<file path="src/verilog/msi_map_pkg.sv">
// Constants and types shared by the interrupt source tag mapper
package msi_map_pkg;
  localparam int TAG_W        = 32;
  localparam int STREAM_W     = 32;
  localparam int RID_W        = 16;
  localparam int GROUP_W      = 4;
  localparam int TARGET_W     = 4;
  localparam logic [TAG_W-1:0] RID_SPAN = 32'h0001_0000;
  localparam logic [TAG_W-1:0] OFFSET_A_RST = 32'h0000_0000;
  localparam logic [TAG_W-1:0] OFFSET_C_RST = 32'h0000_0000;
  localparam logic [TAG_W-1:0] POISON_TAG_RST = 32'hFFFF_FFFF;

  typedef enum logic [1:0] {
    SRC_STREAM  = 2'h0,
    SRC_RID     = 2'h1,
    SRC_DIRECT  = 2'h2,
    SRC_ILLEGAL = 2'h3
  } src_kind_t;

  typedef enum logic [1:0] {
    POL_IGNORE = 2'h0,
    POL_ABORT  = 2'h1,
    POL_POISON = 2'h2
  } ill_policy_t;
endpackage : msi_map_pkg

</file>
<file path="src/verilog/msi_source_id_mapper.sv">
// Source device tag mapper and illegal interrupt write policer
`timescale 1ns/1ps

// How it works
// Every accepted interrupt write leaves with a source device tag attached.
// Writes from a processing element or an untrusted non-interrupt master never carry another device's tag.
// A write whose target translation unit lies outside the requester's group is illegal.
// An illegal write is ignored, aborted, or forwarded with a tag no legitimate source uses.
// The stream tag from the io translation unit is passed through unchanged alongside the tag, except one built by a root complex behind it.
// Stream tag to source tag is one-to-one because it is a pure addition modulo the tag width.
// Behind the io translation unit the tag is the zero-extended stream tag plus offset A.
// A root complex behind the translation unit forms its stream tag as RequesterID plus 0x10000 times constant B.
// A root complex without a translation unit forms the tag as RequesterID plus 0x10000 times constant C.
// Any other identifier maps by identity plus a constant offset.
// Loaded offsets freeze once initialization is signalled done.
// Tags for empty slots are reserved by the offsets, so a later device finds its tag already set.
// A hot-plugged device takes its tag from the same static mapping with nothing new created.
// Directly attached masters get a unique tag per group through the same offset scheme.
// The tag does not depend on which translation unit of a group is targeted.
// Offsets come from parameters at reset or are loaded, as often as needed, before initialization ends.
module msi_source_id_mapper
  import msi_map_pkg::*;
#(
  parameter logic [TAG_W-1:0] OFFSET_B = 32'h0000_0000
) (
  input  wire logic                sys_clk,
  input  wire logic                rst_n,
  input  wire logic                cfgLoad,
  input  wire logic [TAG_W-1:0]    cfgOffsetA,
  input  wire logic [TAG_W-1:0]    cfgOffsetC,
  input  wire logic [1:0]          cfgPolicy,
  input  wire logic                initDone,
  input  wire logic                reqValid,
  input  wire src_kind_t           reqKind,
  input  wire logic                reqRcBehindIotu,
  input  wire logic [STREAM_W-1:0] reqStreamTag,
  input  wire logic [RID_W-1:0]    reqRequesterId,
  input  wire logic [GROUP_W-1:0]  reqGroup,
  input  wire logic [GROUP_W-1:0]  reqTargetGroup,
  input  wire logic                reqTrusted,
  output logic                     outValid,
  output logic [TAG_W-1:0]         outSourceTag,
  output logic [STREAM_W-1:0]      outStreamTag,
  output logic                     outAbort,
  output logic                     outIllegal,
  output logic                     cfgLocked
);
  // Zero-extension and the span product both assume these limits; refuse anything else
  if (STREAM_W > TAG_W) begin : gen_stream_too_wide
    $error("stream tag wider than source tag");
  end
  if (RID_W > STREAM_W) begin : gen_rid_too_wide
    $error("requester id wider than stream tag");
  end
  if ((OFFSET_B * RID_SPAN) / RID_SPAN != OFFSET_B) begin : gen_offset_b_wraps
    $error("constant B wraps the stream tag");
  end

  // Configuration state, loaded before init and frozen after
  logic [TAG_W-1:0]    offA_reg;
  logic [TAG_W-1:0]    offA_next;
  logic [TAG_W-1:0]    offC_reg;
  logic [TAG_W-1:0]    offC_next;
  ill_policy_t         pol_reg;
  ill_policy_t         pol_next;
  logic                lock_reg;
  logic                lock_next;
  // Answer registers; every output but cfgLocked is one of these
  logic                vld_reg;
  logic                vld_next;
  logic                abt_reg;
  logic                abt_next;
  logic                ill_reg;
  logic                ill_next;
  logic [TAG_W-1:0]    tag_reg;
  logic [TAG_W-1:0]    tag_next;
  logic [STREAM_W-1:0] sid_reg;
  logic [STREAM_W-1:0] sid_next;
  // Terms of the mapping functions
  logic [STREAM_W-1:0] rcStream;
  logic [STREAM_W-1:0] fwdStream;
  logic [TAG_W-1:0]    streamTag;
  logic [TAG_W-1:0]    ridTag;
  logic [TAG_W-1:0]    otherTag;
  logic                crossGroup;
  logic                illegal;

  // Offset registers; loads after init are dropped so the map stays static
  always_comb begin
    offA_next = offA_reg;
    offC_next = offC_reg;
    pol_next  = pol_reg;
    lock_next = lock_reg | initDone;
    if (cfgLoad && !lock_reg) begin
      offA_next = cfgOffsetA;
      offC_next = cfgOffsetC;
      pol_next  = (cfgPolicy == 2'h3) ? POL_POISON : ill_policy_t'(cfgPolicy);
    end
  end

  always_ff @(posedge sys_clk) begin
    if (!rst_n) begin
      offA_reg <= OFFSET_A_RST;
      offC_reg <= OFFSET_C_RST;
      pol_reg  <= POL_IGNORE;
      lock_reg <= 1'b0;
    end else begin
      offA_reg <= offA_next;
      offC_reg <= offC_next;
      pol_reg  <= pol_next;
      lock_reg <= lock_next;
    end
  end

  // Stream tag for a root complex behind the translation unit; B is fixed at build time
  assign rcStream = STREAM_W'(TAG_W'(reqRequesterId) + RID_SPAN * OFFSET_B);

  // Stream tag that leaves with the write: untouched unless a root complex built it
  assign fwdStream = reqRcBehindIotu ? rcStream : reqStreamTag;

  // Each mapping is an addition modulo the tag width, hence one-to-one
  assign streamTag = TAG_W'(fwdStream) + offA_reg;
  assign ridTag    = TAG_W'(reqRequesterId) + RID_SPAN * offC_reg;
  assign otherTag  = TAG_W'(reqStreamTag) + offA_reg;

  // Target group deliberately not used for the tag, only for legality
  assign crossGroup = (reqGroup != reqTargetGroup);
  assign illegal    = (reqKind == SRC_ILLEGAL) || !reqTrusted || crossGroup;

  always_comb begin
    vld_next = 1'b0;
    abt_next = 1'b0;
    ill_next = 1'b0;
    tag_next = tag_reg;
    sid_next = sid_reg;
    if (reqValid) begin
      if (illegal) begin
        ill_next = 1'b1;
        unique case (pol_reg)
          POL_IGNORE: ;
          POL_ABORT:  abt_next = 1'b1;
          POL_POISON: begin
            // Offsets must keep every real tag clear of this value, or poison could alias a source
            vld_next = 1'b1;
            tag_next = POISON_TAG_RST;
            sid_next = reqStreamTag;
          end
          // Code 3 is folded into poison on load, so this arm only guards a corrupt register
          default: ;
        endcase
      end else begin
        vld_next = 1'b1;
        unique case (reqKind)
          SRC_STREAM: begin
            sid_next = fwdStream;
            tag_next = streamTag;
          end
          SRC_RID: begin
            sid_next = reqStreamTag;
            tag_next = ridTag;
          end
          SRC_DIRECT: begin
            sid_next = reqStreamTag;
            tag_next = otherTag;
          end
          // Kind 3 is always illegal and never reaches this branch
          default: begin
            sid_next = reqStreamTag;
            tag_next = otherTag;
          end
        endcase
      end
    end
  end

  always_ff @(posedge sys_clk) begin
    if (!rst_n) begin
      vld_reg <= 1'b0;
      abt_reg <= 1'b0;
      ill_reg <= 1'b0;
      tag_reg <= '0;
      sid_reg <= '0;
    end else begin
      vld_reg <= vld_next;
      abt_reg <= abt_next;
      ill_reg <= ill_next;
      tag_reg <= tag_next;
      sid_reg <= sid_next;
    end
  end

  assign outValid     = vld_reg;
  assign outSourceTag = tag_reg;
  assign outStreamTag = sid_reg;
  assign outAbort     = abt_reg;
  assign outIllegal   = ill_reg;
  assign cfgLocked    = lock_reg;

  // Mapping checks; offsets are taken from the request cycle, since a load may land in between
  stream_map_a: assert property (@(posedge sys_clk) disable iff (!rst_n)
    reqValid && !illegal && reqKind == SRC_STREAM && !reqRcBehindIotu
    |=> outValid && outSourceTag == TAG_W'($past(reqStreamTag)) + $past(offA_reg))
    else $error("stream tag map wrong");

  // Downstream logic relies on the stream tag arriving unchanged
  pass_stream_a: assert property (@(posedge sys_clk) disable iff (!rst_n)
    reqValid && !illegal && reqKind == SRC_STREAM && !reqRcBehindIotu |=> outStreamTag == $past(reqStreamTag))
    else $error("stream tag altered");

  pass_other_a: assert property (@(posedge sys_clk) disable iff (!rst_n)
    reqValid && !illegal && reqKind != SRC_STREAM |=> outStreamTag == $past(reqStreamTag))
    else $error("stream tag altered on other kinds");

  // The root complex constant lands above the requester id in the forwarded stream tag
  rc_stream_a: assert property (@(posedge sys_clk) disable iff (!rst_n)
    reqValid && !illegal && reqKind == SRC_STREAM && reqRcBehindIotu
    |=> outStreamTag == STREAM_W'(TAG_W'($past(reqRequesterId)) + RID_SPAN * OFFSET_B)
        && outSourceTag == TAG_W'(outStreamTag) + $past(offA_reg))
    else $error("root complex stream tag wrong");

  rc_direct_a: assert property (@(posedge sys_clk) disable iff (!rst_n)
    reqValid && !illegal && reqKind == SRC_RID
    |=> outSourceTag == TAG_W'($past(reqRequesterId)) + RID_SPAN * $past(offC_reg))
    else $error("requester map wrong");

  other_id_a: assert property (@(posedge sys_clk) disable iff (!rst_n)
    reqValid && !illegal && reqKind == SRC_DIRECT
    |=> outValid && outSourceTag == TAG_W'($past(reqStreamTag)) + $past(offA_reg))
    else $error("other id map wrong");

  // Back-to-back stream requests with different stream tags must not share a source tag
  one_to_one_a: assert property (@(posedge sys_clk) disable iff (!rst_n)
    reqValid && !illegal && reqKind == SRC_STREAM
    ##1 reqValid && !illegal && reqKind == SRC_STREAM && fwdStream != $past(fwdStream) && $stable(offA_reg)
    |=> outSourceTag != $past(outSourceTag))
    else $error("two stream tags share a source tag");

  // Legality: every illegal write is flagged and never leaves with a real tag
  group_check_a: assert property (@(posedge sys_clk) disable iff (!rst_n)
    reqValid && reqGroup != reqTargetGroup |=> outIllegal)
    else $error("cross group write not flagged");

  untrusted_a: assert property (@(posedge sys_clk) disable iff (!rst_n)
    reqValid && !reqTrusted |=> outIllegal)
    else $error("untrusted write accepted");

  pe_write_a: assert property (@(posedge sys_clk) disable iff (!rst_n)
    reqValid && reqKind == SRC_ILLEGAL |=> outIllegal && (!outValid || outSourceTag == POISON_TAG_RST))
    else $error("processing element write accepted");

  no_alias_a: assert property (@(posedge sys_clk) disable iff (!rst_n)
    outIllegal && outValid |-> outSourceTag == POISON_TAG_RST)
    else $error("illegal write carries real tag");

  // Policy is taken from the request cycle for the same reason as the offsets
  ill_handle_a: assert property (@(posedge sys_clk) disable iff (!rst_n)
    reqValid && illegal
    |=> outIllegal && (outAbort == ($past(pol_reg) == POL_ABORT))
        && (outValid == ($past(pol_reg) == POL_POISON)))
    else $error("illegal handling wrong");

  // An abort never also forwards, so the far side cannot see a refused write
  abort_alone_a: assert property (@(posedge sys_clk) disable iff (!rst_n)
    outAbort |-> outIllegal && !outValid)
    else $error("aborted write forwarded");

  // Answer framing
  legal_tag_a: assert property (@(posedge sys_clk) disable iff (!rst_n)
    reqValid && !illegal |=> outValid && !outIllegal && !outAbort)
    else $error("legal write dropped");

  idle_quiet_a: assert property (@(posedge sys_clk) disable iff (!rst_n)
    !reqValid |=> !outValid && !outAbort && !outIllegal)
    else $error("answer without request");

  // Tags hold between forwarded writes; the first cycle after reset is skipped for a one-edge reset
  tag_hold_a: assert property (@(posedge sys_clk) disable iff (!rst_n)
    !outValid && $past(rst_n) |-> $stable(outSourceTag) && $stable(outStreamTag))
    else $error("tag moved without a write");

  // Configuration
  lock_set_a: assert property (@(posedge sys_clk) disable iff (!rst_n)
    initDone |=> cfgLocked)
    else $error("init done did not lock the map");

  map_frozen_a: assert property (@(posedge sys_clk) disable iff (!rst_n)
    lock_reg |=> $stable(offA_reg) && $stable(offC_reg) && $stable(pol_reg) && lock_reg)
    else $error("offsets changed after init");

  load_apply_a: assert property (@(posedge sys_clk) disable iff (!rst_n)
    cfgLoad && !lock_reg |=> offA_reg == $past(cfgOffsetA) && offC_reg == $past(cfgOffsetC))
    else $error("offset load lost");

  policy_code_a: assert property (@(posedge sys_clk) disable iff (!rst_n)
    cfgLoad && !lock_reg && cfgPolicy == 2'h3 |=> pol_reg == POL_POISON)
    else $error("spare policy code not poison");

  // Main scenarios
  cover_stream_c: cover property (@(posedge sys_clk) reqValid && !illegal && reqKind == SRC_STREAM);
  cover_rid_c:    cover property (@(posedge sys_clk) reqValid && !illegal && reqKind == SRC_RID);
  cover_abort_c:  cover property (@(posedge sys_clk) outAbort);
  cover_poison_c: cover property (@(posedge sys_clk) outIllegal && outValid);
  cover_lock_c:   cover property (@(posedge sys_clk) cfgLocked && cfgLoad);
endmodule : msi_source_id_mapper

</file>
<file path="config.mk">
export PLATFORM = sky130hd
export DESIGN_NAME = msi_source_id_mapper
export DESIGN_NICKNAME = d
export VERILOG_FILES = /design/src/verilog/msi_map_pkg.sv /design/src/verilog/msi_source_id_mapper.sv
export SDC_FILE = /design/constraint.sdc
export NUM_CORES = 1
export LEC_CHECK = 0
export ABC_CLOCK_PERIOD_IN_PS = 8940
export BUFFER_PORTS_ARGS = -buffer_cell sky130_fd_sc_hd__buf_2
export CAP_MARGIN = 20
export CORE_MARGIN = 3
export CORE_UTILIZATION = 40
export DETAILED_ROUTE_END_ITERATION = 6
export HOLD_SLACK_MARGIN = 0.03
export PLACE_DENSITY = 0.71
export SKIP_LAST_GASP = 1
export SLEW_MARGIN = 20
export SYNTH_ARGS = -nofsm -noshare
export SYNTH_HDL_FRONTEND = slang
export SYNTH_SLANG_ARGS = --single-unit
</file>
<file path="constraint.sdc">
create_clock -name sys_clk -period 8.94 [get_ports sys_clk]
set_clock_uncertainty 0.1 [all_clocks]
set_input_delay 0.447 -clock sys_clk [delete_from_list [all_inputs] [get_ports sys_clk]]
set_output_delay 0.447 -clock sys_clk [all_outputs]
set_load 0.03 [all_outputs]
</file>
Yosys cells after proc, flatten, opt, wreduce, memory -nomap -nowiden
Cells that the tools add are included.
{"block": "classes", "div": 0, "reduce_logical": 9, "addsub": 3, "mux": 12, "order_cmp": 0, "shifts": 0, "n_eq_ne": 7, "n_mul": 0, "bitwise_logic": 1}
{"cell": "2-to-1 mux 32 bit", "count": 6}
{"cell": "adder 32 bit", "count": 2}
{"cell": "one-hot mux 32 bit (2 select lines)", "count": 1}
{"cell": "adder 16 x 32 -> 32 bit", "count": 1}
{"cell": "equality test 2 bit, second input constant", "count": 3}
{"cell": "equality test 2 x 1 -> 1 bit, second input constant", "count": 2}
{"cell": "2-to-1 mux 1 bit", "count": 4}
{"cell": "!= test 4 bit", "count": 1}
{"cell": "AND reduction 2 bit", "count": 2}
{"cell": "AND reduction 3 bit", "count": 1}
{"cell": "zero test 1 bit", "count": 2}
{"cell": "zero test 2 bit", "count": 1}
{"cell": "logical OR 1 bit", "count": 2}
{"cell": "2-to-1 mux 2 bit", "count": 1}
{"cell": "!= test 2 x 1 -> 1 bit, second input constant", "count": 1}
{"cell": "logical AND 1 bit", "count": 1}
{"cell": "OR 1 bit", "count": 1}
{"block": "word_totals", "input_bits": 131, "latchBits": 0, "elab_cells": 41, "regBits": 118, "memories": 0, "ramBits": 0, "out_inout_bits": 68, "rom_bits": 0}

Depth between registers and ports, before layout
Gate-level depths: netlist of run 1.
{"block": "depth", "ltp_word": 5, "mapped_depth": 16, "ltp_nobuf": 14}

Worst setup path before layout of run 1
OpenSTA, ideal clock, no wires.
{"block": "synth_timing", "kind": "input to register", "from": "input port reqKind[1]", "to": "register tag_reg[30], in the netlist outSourceTag[30]", "setup_ns": 0.132, "cell_stages": 14, "t_required_ns": 8.708, "setup_slack_ns": 5.122, "arrival_time_ns": 3.585, "n_path_buf": 1, "path_cell_list": "nand2b_1 -> nor2_1 -> clkbuf_1 -> mux2_2 -> ha_1 -> a21o_1 -> a21o_1 -> a21oi_1 -> o21ai_2 -> a21o_1 -> a221o_1 -> a311oi_2 -> xor2_1 -> a21oi_1"}
{"block": "synth_between", "elab_chain_cells": 5, "elab_cells_between_ends": 9, "classes_between": "eq/ne: 3; mux: 2; reduce/logical: 4"}
{"item": "start, declared", "line_no": "msi_source_id_mapper.sv:34", "text": "input wire src_kind_t reqKind,"}
{"item": "equality test 2 bit", "line_no": "msi_source_id_mapper.sv:128", "text": "assign illegal = (reqKind == SRC_ILLEGAL) || !reqTrusted || crossGroup;"}
{"item": "logical OR 1 bit (2 in a row)", "line_no": "msi_source_id_mapper.sv:128"}
{"item": "!= test 2 x 1 -> 1 bit (no source line)"}
{"item": "AND reduction 2 bit (no source line)"}
{"item": "end signal, assigned", "line_no": "msi_source_id_mapper.sv:187", "text": "tag_reg <= tag_next;"}
{"item": "end, declared", "line_no": "msi_source_id_mapper.sv:75", "text": "logic [TAG_W-1:0] tag_reg;"}
Several ways; a longest one is shown, not always the timed one.
A chain may end at the register's enable or synchronous reset.

Worst setup path in the final report of run 1
{"block": "layout_timing", "from": "input port reqKind[1]", "to": "register tag_reg[24], in the netlist outSourceTag[24]"}
Same word-level chain as after synthesis.

==> results of run 1 <==
-- cell families (layout without fill, tap and decap cells) --
group                    Yosys count  count (layout)  share of synthesized area
XOR/XNOR                          34              34                     0.0450
AND/OR/NAND/NOR                  284             284                      0.192
buffers and inverters             66             227                     0.0380
adder cells (fa/ha/maj)           33              33                     0.0635
multiplexers                      32              32                     0.0514
AO/OA/AOI/OAI                    250             250                      0.254
flip-flops                       118             118                      0.357
-- worst max-delay path: cells and delay by family --
| family | cells | cell delay (ns) |
|---|---|---|
| multiplexers | 1 | 0.43 |
| XOR/XNOR | 1 | 0.23 |
| AND/OR/NAND/NOR | 2 | 0.94 |
| adder cells (fa/ha/maj) | 2 | 0.63 |
| AO/OA/AOI/OAI | 8 | 1.69 |
| buffers and inverters | 1 | 0.12 |
-- layout make-up --
type / count / area share
multi-input combinational: 633 / 0.489
sequential: 118 / 0.285
timing repair buffer: 188 / 0.115
clock buffer: 25 / 0.0634
tap: 216 / 0.0326
clock inverter: 6 / 0.0107
inverter: 8 / 0.00363
-- how the worst max path moves through the flow --
| stage | end | cells past startpoint |
|---|---|---|
| 2_1_floorplan | outSourceTag[30] | 14 |
| 4_1_cts | outSourceTag[30] | 15 |
| 5_1_grt | outSourceTag[30] | 15 |
| 3_5_place_dp | outSourceTag[30] | 15 |
| 6_report | outSourceTag[24] | 15 |
| 3_3_place_gp | outSourceTag[30] | 15 |
-- stage by stage --
stage,total power [mW],util
finish,1.55,0.516
global route,1.62,0.516
CTS,1.56,0.516
detailed placement,0.853,0.477
global placement,0.850,0.477
floorplan,0.765,-
-- routing by layer --
metal | vias up | GRT usage | part of all wire
li1 | 3170 | - | -
met1 | 2922 | 0.284 | 0.46
met2 | 157 | 0.355 | 0.47
met3 | 26 | 0.0492 | 0.052
met4 | 0 | 0.0673 | 0.019
met5 | - | 0 | 0
-- power breakdown --
group | leakage, nW | internal, mW | switching (mW)
Combinational | 2.42 | 0.109 | 0.171
Sequential | 0.963 | 0.552 | 0.0147
Clock | 0.298 | 0.461 | 0.244
Total | 3.68 | 1.12 | 0.429
-- cells in the final DEF (no fill, tap or decap), types with 6 or more instances in the layout --
cell type and count:
o21ai_0 44, xor2_1 18, buf_2 182, and2_1 18
nor2b_1 17, mux2i_1 16, clkbuf_8 7, a21oi_1 57
a31oi_1 6, nor2_1 15, mux2_2 16, a21boi_0 66
nand2_1 174, o21bai_1 7, clkbuf_16 17, buf_4 6
xnor2_1 16, ha_1 32, dfxtp_1 118, nand2b_1 6
nor3_1 6, nand3_1 29, o221ai_1 17, a21o_1 15
inv_1 8
==> impl_results.md, run 1 <==
* Status: finished clean
* First-pass GRT wire length at 31.3 mm
* Cell area after placement at 7660 um^2
* Slew HR at 0.300
* Crit. End Element: register
* Slew @ Worst Pin at 1.05 ns
* CTS sink cnt at 118
* # DRC at 0
* Tmin final at 4.31 ns
* Layout area overhead at 25.1%
* PostCTS Resize Cnt at 0
* Core ar. at 16100 um^2
* R2R Path End: outSourceTag[24]
* Via-to-Cell Ratio at 5.26
* Max Cap Viol at 0
* RSZ-0062 raised after global routing: false
* VDD IR max at 0.136 mV
* Multi-input logic area at 4050 um^2
* Clk slew on worst S/H paths at 0.06 ns
* Critical R2R Launch: offA_reg[0]
* R2R setup slack at 5.83 ns
* Syn Inst Count at 817
* Synth warn at 0
* CTS tree: done
* Fillers at 1575
* Die Width at 135 um
* Final period util at 0.482
* Final Hold Fails at 0
* Cell taking the most area after synthesis: dfxtp_1
* FF+latch count, synth at 118
* CTS Root Cell: clkbuf_16
* Storage cell area at 2360 um^2
* Crit path top cell by count: o21ai_2
* Skew-Pair Late Insertion Delay at 0.42 ns
* H-tree levels at 4
* Largest net degree at the start of global routing at 118
* HP Start: initDone
* DP Cell Count at 1163
* Slowest cell on the critical path: nor2_4
* Initial drt markers at 455
* Pre-antenna DRT Iters at 5
* Worst hold margin at 0.131 ns
* Hold Crit Depth at 2
* Vias in the first global route at 6083
* Crit start category: input pin
* DIE HEIGHT at 135 um
* Final non-filler cell total at 1194
* Cell Chain, Critical Path: buf_2 -> nand2b_1 -> nor2_4 -> mux2_2 -> ha_1 -> fa_1 -> a21oi_2 -> o21ai_2 -> a21oi_4 -> o21ai_2 -> a21o_1 -> a221o_1 -> a31o_1 -> xnor2_1 -> a21oi_1
* Final GP Congestion at 0.864
* Overflow after GRT at 0
* Final instance area at 8280 um^2
* Synthesized cell area at 6620 um^2
* Sequential element share of the synthesized area at 0.357
* CTS Buf Count at 17
* Antenna violations before repair at 0
* Syn_nets at 981
* Diodes inserted at 0
* Type of the worst setup path: in2reg
* Via count at 6275
* I/O pin cnt at 199
* CTS Hold Bufs at 0
* Post-detail-place hpwl at 13.7 mm
* Post-DRT Antenna Nets at 0
* Setup TNS at 0 ns
* Synth async-reset ratio at 0
* PD cells at 187 nW/um^2
* Yosys cell types at 55
* Initial Util at 0.412
* CP peak stage delay at 0.75 ns
* Fraction of layout cells with a size suffix above 1 at 0.256
* Worst r2r path cells at 11
* Post-CTS Setup Bufs at 0
* Die ar. at 18100 um^2
* Avg Inst Size Synth at 8.11 um^2
* Most common cell in the netlist: nand2_1
* DR WL/cell at 16.7 um
* Fmax at 232 MHz
* Number of nets in the layout at 1130
* Final worst setup slack at 4.63 ns
* # rows at 46
* Crit path from: reqKind[1]
* Top post-synthesis cells by area: dfxtp_1, nand2_1, a21boi_0
* Hold Path Sink: cfgLocked
* Fin. max-slew vios at 0
* Final wirelength at 19.9 mm
* Critical path required time at 9.14 ns
* # port buffers at 182
* Top_reg_cell synth: dfxtp_1
* CTS max path bufs at 2
* CP max FO at 32
* All-Layer GR Usage at 0.216
* Top-area cell type share of the netlist area at 0.357
* Total leakage power at 3.68 nW
* # setup viols final at 0
* Post-place setup slack at 4.25 ns
* Post-synth EDFFs at 0
* Post-synth top cells: nand2_1, dfxtp_1, a21boi_0
* Worst hold path type: in2reg
* Worst EP arrival at 4.51 ns
(Power assumes the default switching activity.)
==> run 2, diff against run 1 <==
ABC_CLOCK_PERIOD_IN_PS = 4000   (was 8940)
clock period = 4 ns   (was 8.94 ns; I/O delays follow)
==> run 2 against run 1 <==
  * Power increased by 130%
  * Routed wire length grew 4.8%
  * Global-route usage increased by 0.99 points
  * Largest power group unchanged
  * Critical path depth stayed put
  * Largest cell class unchanged
  * Die area unchanged
==> impl_results.md, run 2 (synthesized netlist as in run 1, its figures left out) <==
* R2R setup slack at 0.95 ns
* Fin. max-slew vios at 0
* First-pass GRT wire length at 32.7 mm
* Initial drt markers at 416
* Via count at 6612
* Critical R2R Launch: offA_reg[0]
* R2R Path End: outSourceTag[30]
* CP bufs+invs at 1
* Die Width at 135 um
* All-Layer GR Usage at 0.226
* Final Hold Fails at 0
* Type of the worst setup path: in2reg
* Crit path max-delay family: compound AO/OA/AOI/OAI gates
* Slowest cell on the critical path: a221o_1
* Skew-Pair Late Insertion Delay at 0.41 ns
* H-tree levels at 4
* CTS max path bufs at 2
* Core ar. at 16100 um^2
* Antenna violations before repair at 0
* CP peak stage delay at 0.44 ns
* Hold Path Sink: outSourceTag[0]
* CP max FO at 4
* Slew HR at 0.303
* Final period util at 0.843
* Most frequent cells in the layout: buf_2, nand2_1, dfxtp_1
* Flop pwr share at 0.361
* Tot Pwr at 3.51 mW
* Crit path top cell by count: o21ai_2
* Cell Chain, Critical Path: buf_2 -> nand2b_1 -> nor2_4 -> mux2_2 -> ha_1 -> fa_1 -> a21oi_2 -> o21ai_2 -> a21oi_4 -> o21ai_2 -> a21o_1 -> a221o_1 -> a311oi_2 -> xor2_1 -> a21oi_1
* Via-to-Cell Ratio at 5.18
* # DRC at 0
* I/O pin cnt at 199
* Diodes inserted at 0
* Hold Crit Depth at 4
* CTS tree: done
* Post-detail-place hpwl at 14.4 mm
* RSZ-0062 raised after global routing: false
* # port buffers at 182
* Vias in the first global route at 6444
* CTS sink cnt at 118
* PD cells at 387 nW/um^2
* Crit start category: input pin
* Final GP Congestion at 0.878
* Layout area overhead at 36.9%
* Worst r2r path cells at 11
* Commonest non-fill, non-tap cell in the layout: buf_2
* Setup TNS at 0 ns
* CTS Buf Count at 17
* Post-DRT Antenna Nets at 0
* Net Switching at 993 uW
* Initial Util at 0.412
* Post-CTS Setup Bufs at 0
* Overflow after GRT at 0
* CTS Root Cell: clkbuf_16
* HP Start: reqRequesterId[0]
* Pre-antenna DRT Iters at 5
* DR WL/cell at 16.4 um
* Crit. End Element: register
* Internal power at 2.52 mW
* Total leakage power at 4.01 nW
* Die ar. at 18100 um^2
* Number of nets in the layout at 1211
* Worst hold margin at 0.0520 ns
* Largest net degree at the start of global routing at 51
* Fraction of layout cells with a size suffix above 1 at 0.242
* Combinational share of power at 0.195
* Worst hold path type: in2reg
* Worst EP arrival at 3.57 ns
* Critical path required time at 4.20 ns
* Fmax at 297 MHz
* Sw Ratio at 0.283
* VDD IR max at 0.313 mV
* Status: finished clean
* Final wirelength at 20.9 mm
* # rows at 46
* Max Cap Viol at 0
* Tmin final at 3.37 ns
* Slew @ Worst Pin at 1.05 ns
* Clk slew on worst S/H paths at 0.06 ns
* DIE HEIGHT at 135 um
* Clk pwr share at 0.444
* # setup viols final at 0
==> run 2: cell types whose count changed in the layout (fill, tap and decap cells not counted), sizes merged, moves of 4 or more <==
cell / delta
dlygate4sd3: +76
buf: +5
clkbuf: -6
clkinv: +4
==> run 2: worst min-delay path: stages <==
cell and delay (ns):
buf_2 0.09, nand2_1 0.04, nand3_1 0.07, o211a_1 0.14
==> run 2: worst max path at each step <==
stage	startpoint	end	slack, ns	depth (start not counted)
6_report	reqKind[1]	outSourceTag[30]	0.63	15
3_5_place_dp	reqKind[1]	outSourceTag[29]	0.20	15
2_1_floorplan	reqKind[1]	outSourceTag[30]	0.43	14
5_1_grt	reqKind[1]	outSourceTag[29]	0.37	15
4_1_cts	reqKind[1]	outSourceTag[29]	0.62	15
3_3_place_gp	reqKind[1]	outSourceTag[30]	0.26	15
==> run 2: repair_timing <==
item,CTS,global route
gates resized for setup,0,0
hold endpoints to repair,77,0
hold buffers,76,0
==> run 2: power by group through the flow <==
stage	registers [mW]	clock network (mW)	logic, mW
6_report	1.27	1.56	0.686
3_5_place_dp	1.29	0	0.618
3_3_place_gp	1.29	0	0.614
5_1_grt	1.27	1.63	0.754
4_1_cts	1.27	1.58	0.680
2_1_floorplan	1.34	0	0.370
==> run 2: metrics by stage <==
stage	setup WS (ns)	instances	area (um^2)	util
floorplan	0.429	817	6620	-
global placement	0.258	1168	7700	0.480
detailed placement	0.204	1168	7700	0.480
CTS	0.621	1276	9060	0.564
global route	0.373	1276	9060	0.565
finish	0.628	1276	9060	0.565
==> run 2: per-layer routing <==
metal	vias to the layer above	wire length (um)	GRT usage
li1	3328	-	-
met1	3084	9740	0.299
met2	178	9880	0.380
met3	22	911	0.0387
met4	0	371	0.0690
met5	-	0	0
==> run 2: final cells by class <==
cell class,instances,area (um^2)
fillers,1500,6990
flip-flops and latches,118,2360
repair buffers,269,1750
well taps,216,270
multi-input cells,633,4050
clock buffers,19,443
clock inverters,13,155
inverters,8,30.0
==> run 3, diff against run 2 <==
ABC_AREA = 1   (was unset)
ABC_CLOCK_PERIOD_IN_PS = 3500   (was 4000)
PLACE_DENSITY = 0.7   (was 0.71)
clock period = 3.5 ns   (was 4 ns; I/O delays follow)
==> run 3 against run 2 <==
  * Combinational power up 49%
  * Die area up 9.3%
  * Design area grew 6.2%
  * Cell count up 30%
  * Utilization fell by 1.5 points
  * Routed wire length increased by 14%
  * Power grew 18%
  * Setup slack better by 0.39 ns
  * Synthesized area is 9.7% higher
  * Flip-flop and latch count stayed put
==> impl_results.md, run 3 <==
* Avg Inst Size Synth at 6.11 um^2
* Critical R2R Launch: offA_reg[0]
* Crit path top cell by count: nand2_1
* Die ar. at 19800 um^2
* Fraction of layout cells with a size suffix above 1 at 0.156
* Post-place setup slack at 0.648 ns
* Hold Crit Depth at 5
* Sequential element share of the synthesized area at 0.325
* Largest family of logic cells by synthesized area: simple AND/OR/NAND/NOR gates
* H-tree levels at 4
* DR WL/cell at 14.3 um
* Top_reg_cell synth: dfxtp_1
* Setup TNS at 0 ns
* CTS Buf Count at 17
* Initial Util at 0.414
* CTS max path bufs at 2
* Crit path max-delay family: simple AND/OR/NAND/NOR gates
* Total leakage power at 5.12 nW
* Crit start category: input pin
* Core ar. at 17500 um^2
* DP Cell Count at 1557
* CTS Hold Bufs at 79
* Syn Inst Count at 1190
* Crit path from: reqStreamTag[5]
* Fillers at 1766
* Syn_nets at 1354
* Clk slew on worst S/H paths at 0.05 ns
* # rows at 48
* Post-synthesis xor/xnor area fraction at 0.0145
* R2R setup slack at 1.14 ns
* PD cells at 429 nW/um^2
* CP max FO at 5
* Via-to-Cell Ratio at 4.91
* Worst EP arrival at 2.73 ns
* Post-detail-place hpwl at 17.4 mm
* Storage cell area at 2360 um^2
* Most frequent cells in the layout: nand2_1, buf_2, nor2_1
* VDD IR max at 0.335 mV
* Number of nets in the layout at 1595
* Final worst setup slack at 1.02 ns
* DIE HEIGHT at 141 um
* CTS sink cnt at 118
* Yosys cell types at 32
* # setup viols final at 0
* HP Start: reqStreamTag[1]
* All-Layer GR Usage at 0.238
* Crit. End Element: register
* Cell area after placement at 8270 um^2
* Final non-filler cell total at 1665
* Die Width at 141 um
* Simple-gate portion of the synthesized area at 0.319
* First-pass GRT wire length at 37.9 mm
* Post-synth top cells: nand2_1, nor2_1, inv_1
* Clk pwr share at 0.392
* Synthesized cell area at 7270 um^2
* Most common cell in the netlist: nand2_1
* Slowest cell on the critical path: dlygate4sd3_1
* R2R Path End: outSourceTag[20]
* Status: finished clean
* Post-synthesis adder-cell area fraction at 0.0579
* PostCTS Resize Cnt at 0
* Synth warn at 0
* Via count at 8169
* CP peak stage delay at 0.54 ns
* Max Cap Viol at 0
* Antenna violations before repair at 0
* Sw Ratio at 0.313
* Flop pwr share at 0.361
* Pre-antenna DRT Iters at 5
* Net Switching at 1.29 mW
* Cell Chain, Critical Path: dlygate4sd3_1 -> buf_2 -> nand2_1 -> o21ai_0 -> ha_1 -> nand2_1 -> nor2_1 -> nand2_1 -> nand3_1 -> nand2_1 -> nand2_1 -> xor2_1 -> nand2_1 -> a21oi_1
* Top-area cell type share of the netlist area at 0.325
* Overflow after GRT at 0
* Final GP Congestion at 0.946
* Commonest non-fill, non-tap cell in the layout: nand2_1
* Compound-Gate Fraction of Synth Area at 0.167
* Mux contribution to synthesized area at 0
* Initial drt markers at 514
* Cell taking the most area after synthesis: dfxtp_1
* Fin. max-slew vios at 0
* Critical path required time at 3.75 ns
* Diodes inserted at 0
* RSZ-0062 raised after global routing: false
* Synth async-reset ratio at 0
* CTS tree: done
* Worst hold path type: in2reg
* Tmin final at 2.48 ns
* Final wirelength at 23.8 mm
* Skew-Pair Late Insertion Delay at 0.42 ns
* Vias in the first global route at 7538
* Final Hold Fails at 0
* Post-CTS Setup Bufs at 0
* FF+latch count, synth at 118
* Type of the worst setup path: in2reg
* Largest net degree at the start of global routing at 87
* Post-synth EDFFs at 0
* Multi-input logic area at 4060 um^2
* Slew HR at 0.272
* Combinational share of power at 0.247
* Top post-synthesis cells by area: dfxtp_1, nand2_1, nor2_1
* Hold Path Sink: outStreamTag[1]
* I/O pin cnt at 199
* Final period util at 0.709
* Worst r2r path cells at 11
* CP bufs+invs at 2
* Post-DRT Antenna Nets at 0
* Internal power at 2.84 mW
* # DRC at 0
* # port buffers at 182
* Slew @ Worst Pin at 1.09 ns
* Layout area overhead at 32.5%
* Final instance area at 9630 um^2
* CTS Root Cell: clkbuf_16
* Fmax at 403 MHz
==> run 3: area by class of cell <==
cell class | count | area share
clock buffer | 24 | 0.0511
sequential | 118 | 0.245
tap | 225 | 0.0292
timing repair buffer | 269 | 0.185
multi-input combinational | 865 | 0.422
clock inverter | 4 | 0.00494
inverter | 160 | 0.0629
==> run 3: kinds of logic after synthesis <==
group	after synthesis
XOR/XNOR	12
AND/OR/NAND/NOR	582
buffers and inverters	207
AO/OA/AOI/OAI	238
flip-flops	118
adder cells (fa/ha/maj)	33
==> run 3: power groups by stage <==
stage / Clock (mW) / Sequential [mW] / Combinational [mW]
after global placement: 0 / 1.51 / 0.928
after CTS: 1.64 / 1.49 / 1.01
after floorplan: 0 / 1.59 / 0.561
after global routing: 1.71 / 1.50 / 1.14
after detailed placement: 0 / 1.52 / 0.935
final: 1.62 / 1.49 / 1.02
==> run 3: worst max path at each step <==
stage                  endpoint  cells past startpoint  slack, ns
3_5_place_dp   outSourceTag[27]                     16       0.65
2_1_floorplan  outSourceTag[30]                     16       1.21
5_1_grt        outSourceTag[30]                     16       0.82
3_3_place_gp   outSourceTag[27]                     16       0.68
6_report       outSourceTag[14]                     14       1.02
4_1_cts        outSourceTag[23]                     15       1.03
==> run 3: metal layers <==
metal,share of wire,track usage,vias up
met5,0,0,-
met4,0.016,0.0663,0
met3,0.071,0.0380,28
met2,0.43,0.369,292
met1,0.48,0.344,3622
li1,-,-,4227
==> run 3: per-stage QoR <==
stage | utilization | power [mW] | hold slack (ns)
finish | 0.549 | 4.13 | 0.0380
global route | 0.549 | 4.34 | 0.0724
CTS | 0.548 | 4.14 | 0.0328
detailed placement | 0.472 | 2.45 | 0.291
global placement | 0.472 | 2.44 | 0.282
floorplan | - | 2.15 | 0.191
==> run 3: worst min-delay path: cells and delay by family <==
kind | cells | cell delay (ns)
AO/OA/AOI/OAI | 1 | 0.06
AND/OR/NAND/NOR | 3 | 0.19
buffers and inverters | 1 | 0.09
